===== src/cpu_regs_flags_regs.vh =====
// Purpose: constants for the cpu register set and flag word
// Assumes: included by cpu_regs_flags.v only
// Notes:   operand, class and mode codes are local encodings
`ifndef CPU_REGS_FLAGS_REGS_VH
`define CPU_REGS_FLAGS_REGS_VH

// operand selector codes
`define OPD_DATA_ZERO   4'h0
`define OPD_DATA_ONE    4'h1
`define OPD_DATA_TWO    4'h2
`define OPD_DATA_THREE  4'h3
`define OPD_ADDR_FIRST  4'h4
`define OPD_ADDR_SECOND 4'h5
`define OPD_FRAME_BASE  4'h6
`define OPD_ZERO_LOW    4'h7
`define OPD_ZERO_HIGH   4'h8
`define OPD_ONE_LOW     4'h9
`define OPD_ONE_HIGH    4'hA
`define OPD_PAIR_LOW    4'hB
`define OPD_PAIR_HIGH   4'hC
`define OPD_ADDR_PAIR   4'hD

// instruction classes
`define CLS_GENERAL     3'h0
`define CLS_MOVE        3'h1
`define CLS_SHIFT       3'h2
`define CLS_JUMP        3'h3
`define CLS_EXT_LDST    3'h4
`define CLS_CONTROL     3'h5
`define CLS_FLAG        3'h6

// control register selectors
`define CTL_TABLE_LOW   3'h0
`define CTL_TABLE_HIGH  3'h1
`define CTL_INT_SP      3'h2
`define CTL_USER_SP     3'h3
`define CTL_STATIC_BASE 3'h4
`define CTL_FRAME_BASE  3'h5
`define CTL_FLAG_WORD   3'h6

// flag word bit positions
`define FLG_CARRY       0
`define FLG_DEBUG       1
`define FLG_ZERO        2
`define FLG_SIGN        3
`define FLG_BANK        4
`define FLG_OVERFLOW    5
`define FLG_INT_EN      6
`define FLG_STACK_SEL   7
`define FLG_IPL_LSB     12
`define FLG_IPL_MSB     14

// address modes
`define AM_GEN_ABS      3'h0
`define AM_GEN_AREL     3'h1
`define AM_SPEC_ABS     3'h2
`define AM_SPEC_AREL    3'h3
`define AM_SP_REL       3'h4
`define AM_BIT_SB       3'h5
`define AM_PC_REL       3'h6
`define AM_SPEC_AIND    3'h7

// operand sizes and displacement widths
`define SZ_BYTE         2'h0
`define SZ_WORD         2'h1
`define SZ_LONG         2'h2
`define DW_SHORT        2'h0
`define DW_BYTE         2'h1
`define DW_WORD         2'h2
`define SHORT_JUMP_BASE 20'h00002

// reset values
`define RST_WORD        16'h0000
`define RST_TABLE       20'h00000
`define RST_PC_EXT      4'h0

`endif


===== src/cpu_regs_flags.v =====
// Purpose: banked register set, flag word and operand address logic
// Assumes: synchronous active-low reset, inputs synchronous to CORE_CLK
// Notes:   read data and address results appear one clock after the request
`timescale 1ns/1ps
`include "cpu_regs_flags_regs.vh"

// Function
// RQ1: two banks of data, address and frame registers; bank flag picks one
// RQ2: data registers pair into two 32-bit operands; byte halves addressable
// RQ3: special register-direct pairs legal only for shift and jump classes
// RQ4: interrupt acceptance saves top four program counter bits beside flags
// RQ5: priority field holds eight levels; larger value is higher priority
// RQ6: stack select flag 0 uses interrupt pointer, 1 uses user pointer
// RQ7: maskable interrupts accepted only while interrupt enable is 1
// RQ8: overflow flag set on signed arithmetic overflow
// RQ9: sign flag set on negative result, cleared on positive
// RQ10: zero flag set when result equals zero
// RQ11: debug flag 1 requests single-step execution
// RQ12: carry flag captures add carry and subtract borrow
// RQ13: general operand addresses stay in lowest 64 Kbytes
// RQ14: special addressing reaches the full 1-Mbyte space with 20 bits
// RQ15: bit addressing selects single bits within lowest 64 Kbytes
// RQ16: stack relative adds signed 8-bit displacement, move class only
// RQ17: special absolute uses 20 bits; extended load/store and jumps only
// RQ18: special address-relative uses first address register, 20-bit displacement
// RQ19: static-base bit displacements of 8, 11 or 16 bits
// RQ20: pc relative short +2..+9, byte and word signed forms
// RQ21: single flags written directly only by flag set and clear ops
// RQ22: control registers written directly only by control class ops
// RQ23: bank change applies from the next instruction, banks untouched
module cpu_regs_flags (
    // clock and reset
    input  wire        CORE_CLK,
    input  wire        RST_B,
    // instruction context
    input  wire [2:0]  OPER_CLASS,
    input  wire [19:0] PC_IN,
    // operand read
    input  wire        RD_EN,
    input  wire [3:0]  RD_SEL,
    output reg  [31:0] RD_DATA,
    // operand write
    input  wire        WR_EN,
    input  wire [3:0]  WR_SEL,
    input  wire [31:0] WR_DATA,
    output reg         OPER_ERR,
    // control register access
    input  wire        CTL_EN,
    input  wire        CTL_WR,
    input  wire [2:0]  CTL_SEL,
    input  wire [15:0] CTL_WDATA,
    output reg  [15:0] CTL_RDATA,
    output reg         CTL_ERR,
    // flag set and clear
    input  wire        FLAG_EN,
    input  wire        FLAG_SET,
    input  wire [2:0]  FLAG_BIT,
    // arithmetic flag update
    input  wire        ALU_UPD,
    input  wire [1:0]  ALU_SIZE,
    input  wire [31:0] ALU_RESULT,
    input  wire        ALU_CARRY,
    input  wire        ALU_OVF,
    // interrupt request
    input  wire        INT_REQ,
    input  wire [2:0]  INT_LEVEL,
    output wire        INT_ACCEPT,
    output reg  [3:0]  PC_EXT,
    // status
    output wire [15:0] FLAG_WORD,
    output wire [19:0] TABLE_BASE,
    output wire        SINGLE_STEP,
    // operand address
    input  wire        ADDR_EN,
    input  wire [2:0]  ADDR_MODE,
    input  wire [1:0]  ADDR_DW,
    input  wire        ADDR_AREG,
    input  wire [19:0] ADDR_DISP,
    output reg  [19:0] ADDR_OUT,
    output reg  [2:0]  BIT_IDX,
    output reg         ADDR_VALID,
    output reg         ADDR_ERR
);

    reg  [15:0] gpr_reg [0:13];
    reg  [15:0] flag_reg;
    reg  [15:0] usp_reg;
    reg  [15:0] isp_reg;
    reg  [15:0] sb_reg;
    reg  [19:0] interrupt_table_base_reg;

    reg  [15:0] flag_next;
    reg  [31:0] rd_next;
    reg  [15:0] ctl_next;
    reg  [19:0] addr_next;
    reg  [2:0]  bit_next;
    reg         aerr_next;
    reg  [15:0] sp_sum;
    reg         wr_bad;
    reg         ctl_bad;
    integer     i;

    wire        bank     = flag_reg[`FLG_BANK];
    wire [2:0]  priority_level_field      = flag_reg[`FLG_IPL_MSB:`FLG_IPL_LSB];
    wire        pair_ok  = (OPER_CLASS == `CLS_SHIFT) || (OPER_CLASS == `CLS_JUMP);
    wire        ext_ok   = (OPER_CLASS == `CLS_EXT_LDST) || (OPER_CLASS == `CLS_JUMP);
    wire [15:0] act_sp   = flag_reg[`FLG_STACK_SEL] ? usp_reg : isp_reg; // see RQ6

    // bank-qualified index into the register array
    // bank one sits at 7..13, fourteen words hold both banks
    function [3:0] gidx;
        input       b;
        input [2:0] r;
        begin
            gidx = b ? (4'h7 + {1'b0, r}) : {1'b0, r}; // see RQ1
        end
    endfunction

    // codes that name a 32-bit pair
    function is_pair;
        input [3:0] s;
        begin
            is_pair = (s == `OPD_PAIR_LOW) || (s == `OPD_PAIR_HIGH) || (s == `OPD_ADDR_PAIR);
        end
    endfunction

    // byte displacement, sign-extended to 20 bits
    function [19:0] sext8;
        input [7:0] d;
        begin
            sext8 = {{12{d[7]}}, d};
        end
    endfunction

    // priority compare: larger level wins, I gates maskable requests
    assign INT_ACCEPT  = INT_REQ && flag_reg[`FLG_INT_EN] && (INT_LEVEL > priority_level_field); // see RQ5 see RQ7
    assign FLAG_WORD   = flag_reg;
    assign TABLE_BASE  = interrupt_table_base_reg;
    assign SINGLE_STEP = flag_reg[`FLG_DEBUG]; // see RQ11

    // operand read mux
    always @* begin
        rd_next = 32'h00000000;

        case (RD_SEL)
            `OPD_DATA_ZERO,
            `OPD_DATA_ONE,
            `OPD_DATA_TWO,
            `OPD_DATA_THREE,
            `OPD_ADDR_FIRST,
            `OPD_ADDR_SECOND,
            `OPD_FRAME_BASE: begin
                rd_next = {16'h0000, gpr_reg[gidx(bank, RD_SEL[2:0])]};
            end
            `OPD_ZERO_LOW:  rd_next = {24'h000000, gpr_reg[gidx(bank, 3'h0)][7:0]}; // see RQ2
            `OPD_ZERO_HIGH: rd_next = {24'h000000, gpr_reg[gidx(bank, 3'h0)][15:8]};
            `OPD_ONE_LOW:   rd_next = {24'h000000, gpr_reg[gidx(bank, 3'h1)][7:0]};
            `OPD_ONE_HIGH:  rd_next = {24'h000000, gpr_reg[gidx(bank, 3'h1)][15:8]};
            `OPD_PAIR_LOW:  rd_next = {gpr_reg[gidx(bank, 3'h2)], gpr_reg[gidx(bank, 3'h0)]};
            `OPD_PAIR_HIGH: rd_next = {gpr_reg[gidx(bank, 3'h3)], gpr_reg[gidx(bank, 3'h1)]};
            `OPD_ADDR_PAIR: rd_next = {gpr_reg[gidx(bank, 3'h5)], gpr_reg[gidx(bank, 3'h4)]};
            default:        rd_next = 32'h00000000;
        endcase
    end

    // legality of operand and control accesses
    always @* begin
        wr_bad = 1'b0;
        if ((RD_EN && is_pair(RD_SEL)) || (WR_EN && is_pair(WR_SEL))) begin
            wr_bad = !pair_ok; // see RQ3
        end

        if ((RD_EN && RD_SEL > `OPD_ADDR_PAIR) || (WR_EN && WR_SEL > `OPD_ADDR_PAIR)) begin
            wr_bad = 1'b1;
        end

        // a refused access only raises the error, nothing moves
        ctl_bad = CTL_EN && ((OPER_CLASS != `CLS_CONTROL) || (CTL_SEL > `CTL_FLAG_WORD)); // see RQ22
    end

    // control register read mux
    always @* begin
        ctl_next = 16'h0000;

        case (CTL_SEL)
            `CTL_TABLE_LOW:   ctl_next = interrupt_table_base_reg[15:0];
            `CTL_TABLE_HIGH:  ctl_next = {12'h000, interrupt_table_base_reg[19:16]};
            `CTL_INT_SP:      ctl_next = isp_reg;
            `CTL_USER_SP:     ctl_next = usp_reg;
            `CTL_STATIC_BASE: ctl_next = sb_reg;
            `CTL_FRAME_BASE:  ctl_next = gpr_reg[gidx(bank, 3'h6)];
            `CTL_FLAG_WORD:   ctl_next = flag_reg;
            default:          ctl_next = 16'h0000;
        endcase
    end

    // flag word next value; interrupt > flag op > control write > alu
    always @* begin
        flag_next = flag_reg;

        if (ALU_UPD) begin
            flag_next[`FLG_CARRY]    = ALU_CARRY; // see RQ12
            flag_next[`FLG_OVERFLOW] = ALU_OVF;   // see RQ8
            case (ALU_SIZE)
                `SZ_BYTE: begin
                    flag_next[`FLG_SIGN] = ALU_RESULT[7]; // see RQ9
                    flag_next[`FLG_ZERO] = (ALU_RESULT[7:0] == 8'h00); // see RQ10
                end
                `SZ_WORD: begin
                    flag_next[`FLG_SIGN] = ALU_RESULT[15];
                    flag_next[`FLG_ZERO] = (ALU_RESULT[15:0] == 16'h0000);
                end
                default: begin
                    flag_next[`FLG_SIGN] = ALU_RESULT[31];
                    flag_next[`FLG_ZERO] = (ALU_RESULT == 32'h00000000);
                end
            endcase
        end

        if (CTL_EN && CTL_WR && !ctl_bad && CTL_SEL == `CTL_FLAG_WORD) begin
            flag_next = CTL_WDATA; // see RQ22
        end

        if (FLAG_EN && OPER_CLASS == `CLS_FLAG) begin
            flag_next[FLAG_BIT] = FLAG_SET; // see RQ21
        end

        // applied last so acceptance beats a same-cycle flag write
        if (INT_ACCEPT) begin
            flag_next[`FLG_IPL_MSB:`FLG_IPL_LSB] = INT_LEVEL;
            flag_next[`FLG_INT_EN] = 1'b0;
        end
    end

    // operand address generation
    always @* begin
        addr_next = 20'h00000;
        bit_next  = 3'h0;
        aerr_next = 1'b0;
        sp_sum    = act_sp + {{8{ADDR_DISP[7]}}, ADDR_DISP[7:0]};

        case (ADDR_MODE)
            `AM_GEN_ABS: begin
                addr_next = {4'h0, ADDR_DISP[15:0]}; // see RQ13
            end
            `AM_GEN_AREL: begin
                // sum cut to 16 bits keeps the result in the low region
                addr_next = {4'h0, gpr_reg[gidx(bank, {2'b10, ADDR_AREG})] + ADDR_DISP[15:0]};
            end
            `AM_SPEC_ABS: begin
                addr_next = ADDR_DISP; // see RQ14 see RQ17
                aerr_next = !ext_ok;
            end
            `AM_SPEC_AREL: begin
                addr_next = {4'h0, gpr_reg[gidx(bank, 3'h4)]} + ADDR_DISP; // see RQ18
                aerr_next = !ext_ok;
            end
            `AM_SP_REL: begin
                addr_next = {4'h0, sp_sum}; // see RQ16
                aerr_next = (OPER_CLASS != `CLS_MOVE);
            end

            `AM_BIT_SB: begin
                // displacement counts bits, so byte reach is width minus three
                bit_next = ADDR_DISP[2:0]; // see RQ15
                case (ADDR_DW)
                    `DW_SHORT: addr_next = {4'h0, sb_reg + {11'h000, ADDR_DISP[7:3]}}; // see RQ19
                    `DW_BYTE:  addr_next = {4'h0, sb_reg + {8'h00, ADDR_DISP[10:3]}};
                    default:   addr_next = {4'h0, sb_reg + {3'h0, ADDR_DISP[15:3]}};
                endcase
            end

            `AM_PC_REL: begin
                // sums wrap at 20 bits like the counter itself
                aerr_next = (OPER_CLASS != `CLS_JUMP);
                case (ADDR_DW)
                    `DW_SHORT: addr_next = PC_IN + `SHORT_JUMP_BASE + {17'h00000, ADDR_DISP[2:0]}; // see RQ20
                    `DW_BYTE:  addr_next = PC_IN + sext8(ADDR_DISP[7:0]);
                    default:   addr_next = PC_IN + {{4{ADDR_DISP[15]}}, ADDR_DISP[15:0]};
                endcase
            end

            default: begin
                // only four bits of the second register reach the address
                addr_next = {gpr_reg[gidx(bank, 3'h5)][3:0], gpr_reg[gidx(bank, 3'h4)]}; // see RQ14
                aerr_next = (OPER_CLASS != `CLS_EXT_LDST);
            end
        endcase
    end

    // state update
    always @(posedge CORE_CLK) begin
        if (!RST_B) begin
            // all-zero reset is a local choice
            for (i = 0; i < 14; i = i + 1) begin
                gpr_reg[i] <= `RST_WORD;
            end
            flag_reg   <= `RST_WORD;
            usp_reg    <= `RST_WORD;
            isp_reg    <= `RST_WORD;
            sb_reg     <= `RST_WORD;
            interrupt_table_base_reg   <= `RST_TABLE;
            PC_EXT     <= `RST_PC_EXT;

            RD_DATA    <= 32'h00000000;
            OPER_ERR   <= 1'b0;
            CTL_RDATA  <= 16'h0000;
            CTL_ERR    <= 1'b0;
            ADDR_OUT   <= 20'h00000;
            BIT_IDX    <= 3'h0;
            ADDR_VALID <= 1'b0;
            ADDR_ERR   <= 1'b0;
        end else begin
            // bank flag is a register, so a change is seen by the next access
            flag_reg <= flag_next; // see RQ23

            // read data holds across refused reads
            if (RD_EN && !wr_bad) begin
                RD_DATA <= rd_next;
            end
            OPER_ERR <= wr_bad;

            if (WR_EN && !wr_bad) begin
                case (WR_SEL)
                    `OPD_ZERO_LOW:  gpr_reg[gidx(bank, 3'h0)][7:0]  <= WR_DATA[7:0];
                    `OPD_ZERO_HIGH: gpr_reg[gidx(bank, 3'h0)][15:8] <= WR_DATA[7:0];
                    `OPD_ONE_LOW:   gpr_reg[gidx(bank, 3'h1)][7:0]  <= WR_DATA[7:0];
                    `OPD_ONE_HIGH:  gpr_reg[gidx(bank, 3'h1)][15:8] <= WR_DATA[7:0];

                    `OPD_PAIR_LOW: begin
                        gpr_reg[gidx(bank, 3'h0)] <= WR_DATA[15:0]; // see RQ2
                        gpr_reg[gidx(bank, 3'h2)] <= WR_DATA[31:16];
                    end
                    `OPD_PAIR_HIGH: begin
                        gpr_reg[gidx(bank, 3'h1)] <= WR_DATA[15:0];
                        gpr_reg[gidx(bank, 3'h3)] <= WR_DATA[31:16];
                    end
                    `OPD_ADDR_PAIR: begin
                        gpr_reg[gidx(bank, 3'h4)] <= WR_DATA[15:0];
                        gpr_reg[gidx(bank, 3'h5)] <= WR_DATA[31:16];
                    end
                    default: gpr_reg[gidx(bank, WR_SEL[2:0])] <= WR_DATA[15:0]; // see RQ1
                endcase
            end

            CTL_ERR <= ctl_bad;
            if (CTL_EN && !ctl_bad) begin
                CTL_RDATA <= ctl_next;
            end

            if (CTL_EN && CTL_WR && !ctl_bad) begin
                case (CTL_SEL)
                    `CTL_TABLE_LOW:   interrupt_table_base_reg[15:0]  <= CTL_WDATA; // see RQ22
                    `CTL_TABLE_HIGH:  interrupt_table_base_reg[19:16] <= CTL_WDATA[3:0];
                    `CTL_INT_SP:      isp_reg <= CTL_WDATA;
                    `CTL_USER_SP:     usp_reg <= CTL_WDATA;
                    `CTL_STATIC_BASE: sb_reg  <= CTL_WDATA;
                    `CTL_FRAME_BASE:  gpr_reg[gidx(bank, 3'h6)] <= CTL_WDATA;
                    default:          sb_reg  <= sb_reg;
                endcase
            end

            if (INT_ACCEPT) begin
                PC_EXT <= PC_IN[19:16]; // see RQ4
            end

            ADDR_VALID <= ADDR_EN && !aerr_next;
            ADDR_ERR   <= ADDR_EN && aerr_next;
            if (ADDR_EN) begin
                ADDR_OUT <= addr_next;
                BIT_IDX  <= bit_next;
            end
        end
    end

endmodule


===== config.mk =====
export PLATFORM = sky130hd
export DESIGN_NAME = cpu_regs_flags
export DESIGN_NICKNAME = d
export VERILOG_FILES = /design/src/cpu_regs_flags.v
export VERILOG_INCLUDE_DIRS = /design/src
export SDC_FILE = /design/constraint.sdc
export NUM_CORES = 1
export LEC_CHECK = 0
export BUFFER_PORTS_ARGS = -buffer_cell sky130_fd_sc_hd__buf_2
export CORE_ASPECT_RATIO = 0.7
export CORE_MARGIN = 10
export CORE_UTILIZATION = 50
export CTS_BUF_LIST = sky130_fd_sc_hd__clkbuf_2
export CTS_CLUSTER_SIZE = 24
export DETAILED_ROUTE_END_ITERATION = 7
export PLACE_DENSITY_LB_ADDON = 0.3
export SYNTH_ARGS = -nofsm -noshare
export SYNTH_HDL_FRONTEND = slang
export SYNTH_SLANG_ARGS = --single-unit

===== constraint.sdc =====
create_clock -name CORE_CLK -period 6.8 [get_ports CORE_CLK]
set_input_delay 1.7 -clock CORE_CLK [delete_from_list [all_inputs] [get_ports CORE_CLK]]
set_output_delay 1.7 -clock CORE_CLK [all_outputs]
set_load 0.005 [all_outputs]

### Word level (Yosys, flattened, before mapping)

Memories as Yosys holds them, arrays and structs flattened.
Index checks and enable logic that the tools add are counted.

| word-level totals | value |
|---|---|
| register bits after elaboration | 163 |
| RAM bits | 224 |
| output and inout bits | 117 |
| memories kept | 1 |

| cells by class | value |
|---|---|
| $add $sub $neg | 13 |
| order comparisons | 6 |
| equal/unequal tests | 42 |
| multiplexer cells | 95 |
| bitwise logic cells | 5 |
| reductions and logical operators | 57 |

Memory list:

| memory | depth | bits a word | rd ports | clocked after memory_dff | wr ports | RTL line | text |
|---|---|---|---|---|---|---|---|
| gpr_reg | 14 | 16 | 9 | 0 | 14 | cpu_regs_flags.v:85 | `reg [15:0] gpr_reg [0:13];` |

Operators by type and width:

| cell | number |
|---|---|
| $pmux 32 s8 | 1 |
| $mux 16 | 11 |
| $pmux 20 s7 | 1 |
| $reduce_or 16->1 | 8 |
| $pmux 16 s7 | 1 |
| $mux 4 | 17 |
| $eq 4x4->1 const B | 12 |
| $mux 1 | 46 |
| $add 20x20->20 | 2 |
| $pmux 20 s2 | 1 |
| $add 16x16->16 | 2 |
| $logic_not 32->1 | 1 |
| $mux 8 | 4 |
| $pmux 16 s2 | 1 |
| $eq 3x3->1 const B | 8 |
| $add 16x20->20 | 1 |
| $add 20x2->20 const B | 1 |
| $add 20x3->20 | 1 |
| $eq 4x3->1 const B | 5 |
| $eq 3x2->1 const B | 6 |
| $logic_and 1x1->1 | 17 |
| $add 16x13->16 | 1 |
| $add 16x5->16 | 1 |
| $add 16x8->16 | 1 |
| other kinds (32) | 68 |

### Logic depth before layout (Yosys ltp)

Gate-level depths: netlist of the first run.

| logic depth | value |
|---|---|
| depth after elaboration | 18 |
| mapped depth | 19 |

### Worst setup path before layout of the first run

OpenSTA, ideal clock, no wires.

| timing | value |
|---|---|
| path type | input port to flip-flop |
| start point | input port ADDR_AREG |
| end point | register ADDR_OUT[14] |
| data arrival time | 6222 ps |
| required time | 6683 ps |
| slack | 461 ps |
| stages | 19 |
| cell sequence | inv_1 ha_1 clkbuf_1 clkbuf_1 clkbuf_1 mux4_2 mux4_2 ha_1 inv_1 fa_1 nor2b_1 o31a_1 or2_2 a21boi_0 nor4_1 a41oi_1 nand4_1 a221o_1 a22o_1 |

| between the ends | value |
|---|---|
| longest elaborated chain between the ends | 5 |

Ends and longest elaborated chain:

| element | RTL line | text |
|---|---|---|
| start, declared | cpu_regs_flags.v:77 | `input wire ADDR_AREG,` |
| $add 3x3->4 | cpu_regs_flags.v:115 | `gidx = b ? (4'h7 + {1'b0, r}) : {1'b0, r};` |
| $mux 4 (*) | cpu_regs_flags.v:115 |  |
| $mem_v2 14x16 (*) | -- |  |
| $add 16x16->16 (*) | cpu_regs_flags.v:248 | `addr_next = {4'h0, gpr_reg[gidx(bank, {2'b10, ADDR_AREG})] + ADDR_DISP[15:0]};` |
| $pmux 20 s7 (*) | cpu_regs_flags.v:242 | `case (ADDR_MODE)` |
| end signal, assigned | cpu_regs_flags.v:370 | `ADDR_OUT <= addr_next;` |
| end, declared | cpu_regs_flags.v:79 | `output reg [19:0] ADDR_OUT,` |

Every way passes the cells marked *; elsewhere a longest branch is shown, timed or not.
A chain may end at the register's enable or synchronous reset.

### Final worst setup path of the first run

| timing | value |
|---|---|
| start point | register flag_reg[4], in the netlist FLAG_WORD[4] |
| end point | register ADDR_OUT[14] |

| between the ends | value |
|---|---|
| longest elaborated chain between the ends | 4 |
| elaborated cells on any way between the ends | 6 |
| classes of those cells | add/sub (2); mux (3); memory (1) |

Ends and longest elaborated chain:

| element | RTL line | text |
|---|---|---|
| start, declared | cpu_regs_flags.v:86 | `reg [15:0] flag_reg;` |
| start signal, assigned | cpu_regs_flags.v:298 | `` flag_reg <= `RST_WORD; `` |
| start signal, assigned | cpu_regs_flags.v:315 | `flag_reg <= flag_next;` |
| $mux 4 | cpu_regs_flags.v:115 |  |
| $mem_v2 14x16 (*) | -- |  |
| $add 16x20->20 or $add 16x16->16 (tied branches) | cpu_regs_flags.v:255, cpu_regs_flags.v:248 |  |
| $pmux 20 s7 (*) | cpu_regs_flags.v:242 |  |

Marked as above.

==> results of run 1 <==
==> worst min-delay path by stage <==
stage | startpoint | to | slack [ns] | cells past startpoint
4_1_cts | RD_DATA[27]$_SDFFE_PN0P_ | RD_DATA[27]$_SDFFE_PN0P_ | 0.46 | 2
6_report | RD_DATA[28]$_SDFFE_PN0P_ | RD_DATA[28]$_SDFFE_PN0P_ | 0.46 | 2
2_1_floorplan | usp_reg[4]$_SDFFE_PN0P_ | usp_reg[4]$_SDFFE_PN0P_ | 0.44 | 2
5_1_grt | PC_EXT[1]$_SDFFE_PN0P_ | PC_EXT[1]$_SDFFE_PN0P_ | 0.48 | 2
3_5_place_dp | RD_DATA[8]$_SDFFE_PN0P_ | RD_DATA[8]$_SDFFE_PN0P_ | 0.44 | 2
3_3_place_gp | RD_DATA[8]$_SDFFE_PN0P_ | RD_DATA[8]$_SDFFE_PN0P_ | 0.43 | 2
==> worst register-to-register path, cell delays in order, from the launching register on <==
cell      delay, ns
dfxtp_4        0.72
ha_4           0.67
buf_4          0.42
buf_4          0.36
mux4_2         0.54
mux4_2         0.49
ha_1           0.39
o21ai_0        0.14
a21oi_1        0.16
nor2_1         0.10
nand4_1        0.10
o311ai_0       0.14
a211oi_1       0.28
nand4_1        0.13
a221o_1        0.28
a22o_1         0.18
==> kinds of logic (layout without fill, tap and decap cells) <==
group	count (synthesis)	in the layout	synth area share, %
AOI/OAI and AO/OA	871	871	19.7
and+or+nand+nor	863	863	13.4
DFF	419	419	37.2
muxes	353	353	18.4
buffers and inverters	313	627	4.19
adders and majority gates	108	108	4.74
xor gates and xnor gates	76	76	2.29
other	0	5	0
==> cells in the final DEF, fill, tap and decap left out, drive strengths merged, types with 14 or more instances in the layout <==
master   instances
o21ai          142
a222oi          26
mux2            39
clkinv          33
nand2b          17
o2bb2ai         70
dfxtp          163
nor2b           31
xnor2           52
o211ai          38
a211oi          54
clkbuf         148
o22ai          120
mux4           147
nand3           74
nor3            43
a22o            21
a21oi          241
a31oi           14
xor2            24
nor2           196
inv             71
edfxtp         256
and3            30
mux2i          167
buf            371
o21a            14
nand4           18
a21o            15
ha             102
and2            23
nand2          370
a221oi          17
==> layer usage <==
metal	wire length, microns	vias up	GRT usage [%]	part of all wire, %
met5	81	-	0	0.061
met4	5860	14	14.3	4.4
met3	22200	373	16.6	17
met2	53000	2346	50.3	40
met1	51000	14000	50.3	39
li1	-	12100	-	-
==> layout make-up <==
cell class	count	area, sq um	area share, %
Multi-Input combinational cell	2271	17300	53.2
Sequential cell	419	11000	33.6
Timing Repair Buffer	371	2120	6.49
Tap cell	760	951	2.92
Clock buffer	148	741	2.27
Inverter	70	265	0.813
Clock inverter	38	235	0.721
Antenna cell	5	12.5	0.0384
==> per-stage QoR <==
stage / hold slack (ns) / cell area [sq um] / power, W
floorplan: 0.442 / 29400 / 0.00362
CTS: 0.462 / 32600 / 0.00591
finish: 0.458 / 32600 / 0.00596
global placement: 0.432 / 31600 / 0.00409
detailed placement: 0.443 / 31600 / 0.00412
global route: 0.481 / 32600 / 0.00615
==> power breakdown <==
part           switching (W)  internal, W  leakage [nW]
registers           0.000106      0.00278          3.91
clock network        0.00117     0.000679         0.732
logic               0.000778     0.000451          7.86
total                0.00205      0.00391          12.5
==> results.cfg, run 1 <==
[worst_setup_path]
critPathKind = flop to flop
reg2reg_to = ADDR_OUT[14]$_SDFFE_PN0P_
r2r_start = FLAG_WORD[4]$_SDFF_PN0_
crit_path_max_incr_delay_ns = 0.72
worst-path-buf-inv = 2
crit_end = ADDR_OUT[14]$_SDFFE_PN0P_
start_kind = flop
cp.arrival_ns = 6.30
endpoint_kind = flop
worst_path_max_delay_cell = dfxtp_4
critical_path_depth = 15
r2r.worst_path.cells = 15
crit_chain = ha_4 -> buf_4 -> buf_4 -> mux4_2 -> mux4_2 -> ha_1 -> o21ai_0 -> a21oi_1 -> nor2_1 -> nand4_1 -> o311ai_0 -> a211oi_1 -> nand4_1 -> a221o_1 -> a22o_1
r2r_slack_ns = 1.62
cp_top_family = compound AO/OA/AOI/OAI gates
required_ns = 7.92
cp_max_fo = 33
crit_start = FLAG_WORD[4]$_SDFF_PN0_

[sta]
setup_viol_count_final = 0
period_share_pct = 76.1
relSlewSlack_pct = 15.2
rsz0062_at_grt = no
finalHoldViolations = 0
period_needed_ns = 5.18
worst_pin_slew_ns = 1.27
finalWorstSetupSlack_ns = 1.62
finalSetupTns_ns = 0
skew_ns = 0.0749
slew_viol_final = 0
max_freq_mhz = 193

[run_status]
outcome = complete, but fails checks
violations = design-rule violations

[synthesis]
postSynthAreaPerCell_sq_um = 9.80
ys.flop_type = edfxtp_1
synthDominantCellAreaShare_pct = 26.1
synth_common_cells = 370 x nand2_1, 256 x edfxtp_1, 239 x a21oi_1
syn_nets = 3272
synthCells = 3003
yosysSeqAreaShare_pct = 37.2
yosys_warnings = 0
synth_cell_types = 89
synthTopCellsByArea = edfxtp_1 26%, mux4_2 11%, dfxtp_1 11%
ys_ff_latch = 419
synth_most_common_cell = nand2_1
synth_edf_count = 256
yosys.area.top_type = edfxtp_1
ys_async_sr_fraction_pct = 0
synth_area_sq_mm = 0.0294

[cts]
hold_buffers = 0
cts_buffer_depth = 3
insertion_delay_ns = 1.24
cts.sinks = 419
clk_pin_slew_ns = 0.13
cts_resized = 0
post-cts-setup-buffer-count = 0
cts_tree = done
h-tree-depth = 3
cts-root-buf = clkbuf_2
cts_buffers = 102

[finish]
fin_nets = 3504
largest_register_ff_count = 256
area_growth_pct = 10.8
layout.cells.non_filler = 4082
drive_gt1_share_pct = 23.2
n_fill_cell = 5150
utilization_pct = 55.9

[global_routing]
grt_start_max_net_pins = 102
grt_pass1_vias = 27100
grt_pass1_wl_microns = 188000
track_usage_pct = 37.0
antenna_found_initial = 12
gr-total-overflow = 0

[power]
ir_worst_vdd_uv = 125
power.density_mw_per_mm2 = 183
leakage_nw = 12.5

[route]
first_iter_violations = 4737
drc_errors = 7
routed-via-count = 28800
ant_nets = 0
routedWlPerCell_microns = 32.4
totalWireLength_microns = 132000
dr.pass1.iters = 8
via_per_inst = 7.05

[placement]
dpl_worst_slack_ns = 0.526
dp_hpwl_microns = 99700
gp_congestion = 1.03
port_buffers = 277
dp.cells = 3891

[die]
rows = 74
die_w_microns = 310
core_sq_mm = 0.0583
dieArea_sq_mm = 0.0691
die_y_microns = 223
io-pin-count = 278
start_util_pct = 50.5

[min_path]
hp-class = flop to flop

[run]
drv_cap = 0
No activity file was read; power rests on OpenSTA's default activity.
==> run 2: changes to the inputs <==
clock period = 4.4 ns   (was 6.8 ns; I/O delays follow)
==> results.cfg, run 2 (synthesis gave the netlist of run 1 again) <==
[cts]
clk_pin_slew_ns = 0.13
cts_tree = done
cts_buffer_depth = 3
h-tree-depth = 3
cts.sinks = 419
insertion_delay_ns = 1.33
cts_buffers = 104
cts-root-buf = clkbuf_2

[worst_setup_path]
cp.arrival_ns = 5.42
crit_chain = ha_4 -> buf_4 -> mux4_2 -> mux4_2 -> ha_4 -> inv_2 -> fa_2 -> nor2b_1 -> o31a_1 -> or2_4 -> a21boi_4 -> nor4_1 -> a41oi_1 -> nand4_1 -> a221o_1 -> a22o_1
crit_end = ADDR_OUT[14]$_SDFFE_PN0P_
required_ns = 5.56
r2r_start = FLAG_WORD[4]$_SDFF_PN0_
critPathKind = flop to flop
crit_start = FLAG_WORD[4]$_SDFF_PN0_
endpoint_kind = flop
worst_path_max_delay_cell = mux4_2
cp_max_fo = 8
r2r.worst_path.cells = 16
reg2reg_to = ADDR_OUT[14]$_SDFFE_PN0P_
crit_path_max_incr_delay_ns = 0.53
r2r_slack_ns = 0.14
start_kind = flop

[placement]
dp_hpwl_microns = 109000
placed_area_sq_mm = 0.0337
gp_congestion = 1.09
port_buffers = 277

[min_path]
hp-class = input pin to flop
hp-start = INT_LEVEL[0]

[sta]
finalHoldViolations = 0
period_share_pct = 96.9
max_freq_mhz = 235
period_needed_ns = 4.26
slew_viol_final = 0
setup_viol_count_final = 0
rsz0062_at_grt = no
worst_pin_slew_ns = 1.11
skew_ns = 0.104
relSlewSlack_pct = 26.0
finalSetupTns_ns = 0

[global_routing]
gr-total-overflow = 0
track_usage_pct = 39.0
grt_pass1_wl_microns = 199000
antenna_found_initial = 16
grt_start_max_net_pins = 61
grt_pass1_vias = 28500

[finish]
seq_area_sq_mm = 0.0110
fin_nets = 3728
multi_input_area_sq_mm = 0.0174
final_area_sq_mm = 0.0347
area_growth_pct = 18.0
layout_common_cells = 370 x nand2_1, 287 x buf_4, 277 x buf_2
drive_gt1_share_pct = 28.3
layout_commonest_cell = nand2_1
n_fill_cell = 5084
largest_register_ff_count = 256

[die]
dieArea_sq_mm = 0.0691
die_w_microns = 310
core_sq_mm = 0.0583
io-pin-count = 278
start_util_pct = 50.5
die_y_microns = 223
rows = 74

[route]
totalWireLength_microns = 139000
routed-via-count = 30100
first_iter_violations = 5515
dr.pass1.iters = 8
drc_errors = 0
routedWlPerCell_microns = 32.2
via_per_inst = 6.98
ant_nets = 0

[run_status]
outcome = finished, final reports clean

[run]
drv_cap = 0

[power]
ir_worst_vdd_uv = 234
power.density_mw_per_mm2 = 274
leakage_nw = 13.7
total_power_w = 0.00952
[run 2: cell types whose count changed in the layout (fill, tap and decap cells not counted), sizes merged]
| cell | delta |
|---|---|
| dlygate4sd3 | +1 |
| clkbuf | +5 |
| inv | -1 |
| buf | +221 |
| clkinv | +6 |
[run 2: worst min path at each step]
stage                            endpoint  slack [ns]  cells past startpoint
6_report       FLAG_WORD[12]$_SDFFE_PN0P_        0.09                      3
5_1_grt        FLAG_WORD[14]$_SDFFE_PN0P_        0.07                      3
4_1_cts        FLAG_WORD[12]$_SDFFE_PN0P_        0.02                      3
3_5_place_dp     RD_DATA[30]$_SDFFE_PN0P_        0.44                      2
3_3_place_gp     RD_DATA[21]$_SDFFE_PN0P_        0.43                      2
2_1_floorplan     usp_reg[4]$_SDFFE_PN0P_        0.44                      2
[run 2: timing repair]
| action | CTS | global route |
|---|---|---|
| hold buffers | 1 | 0 |
| buffers inserted | 0 | 3 |
| hold endpoints to repair | 1 | 0 |
| setup endpoints to repair | 0 | 6 |
| gates resized for setup | 0 | 5 |
[run 2: through the flow]
stage | cells | hold WS, ns | setup slack (ns) | util (%)
floorplan | 3003 | 0.442 | -0.243 | -
global placement | 4109 | 0.435 | -0.731 | 57.7
detailed placement | 4109 | 0.440 | -0.810 | 57.7
CTS | 4306 | 0.0237 | 0.0669 | 59.5
global route | 4313 | 0.0704 | 0.000939 | 59.6
finish | 4314 | 0.0908 | 0.137 | 59.6
[run 2: power by group]
group | total (W) | internal [W] | switching (W)
combinational | 0.00215 | 0.000846 | 0.00130
clock | 0.00291 | 0.00108 | 0.00182
sequential | 0.00446 | 0.00429 | 0.000174
total | 0.00952 | 0.00622 | 0.00330
[run 2: cell type report]
| class | instances | share of cell area, % |
|---|---|---|
| multi-input combinational | 2271 | 50.1 |
| sequential | 419 | 31.5 |
| inverter | 70 | 0.817 |
| timing repair buffer | 593 | 11.8 |
| clock buffer | 153 | 2.20 |
| clock inverter | 43 | 0.724 |
| tap | 760 | 2.74 |
| antenna | 5 | 0.0360 |
[run 2: critical path, delay by kind of cell, from the launching register on]
| family | cells | cell delay, ns |
|---|---|---|
| AO/OA/AOI/OAI | 5 | 1.13 |
| buffers and inverters | 2 | 0.26 |
| flip-flops | 1 | 0.40 |
| adder cells (fa/ha/maj) | 3 | 0.77 |
| AND/OR/NAND/NOR | 4 | 0.54 |
| multiplexers | 2 | 1.03 |
[run 2: per-layer routing]
layer	routed length [microns]	GRT usage [%]	share of wire (%)	up-vias
met5	161	0	0.12	-
met4	5080	12.9	3.7	22
met3	23500	16.3	17	407
met2	56200	54.0	40	2615
met1	54100	53.9	39	14500
li1	-	-	-	12500
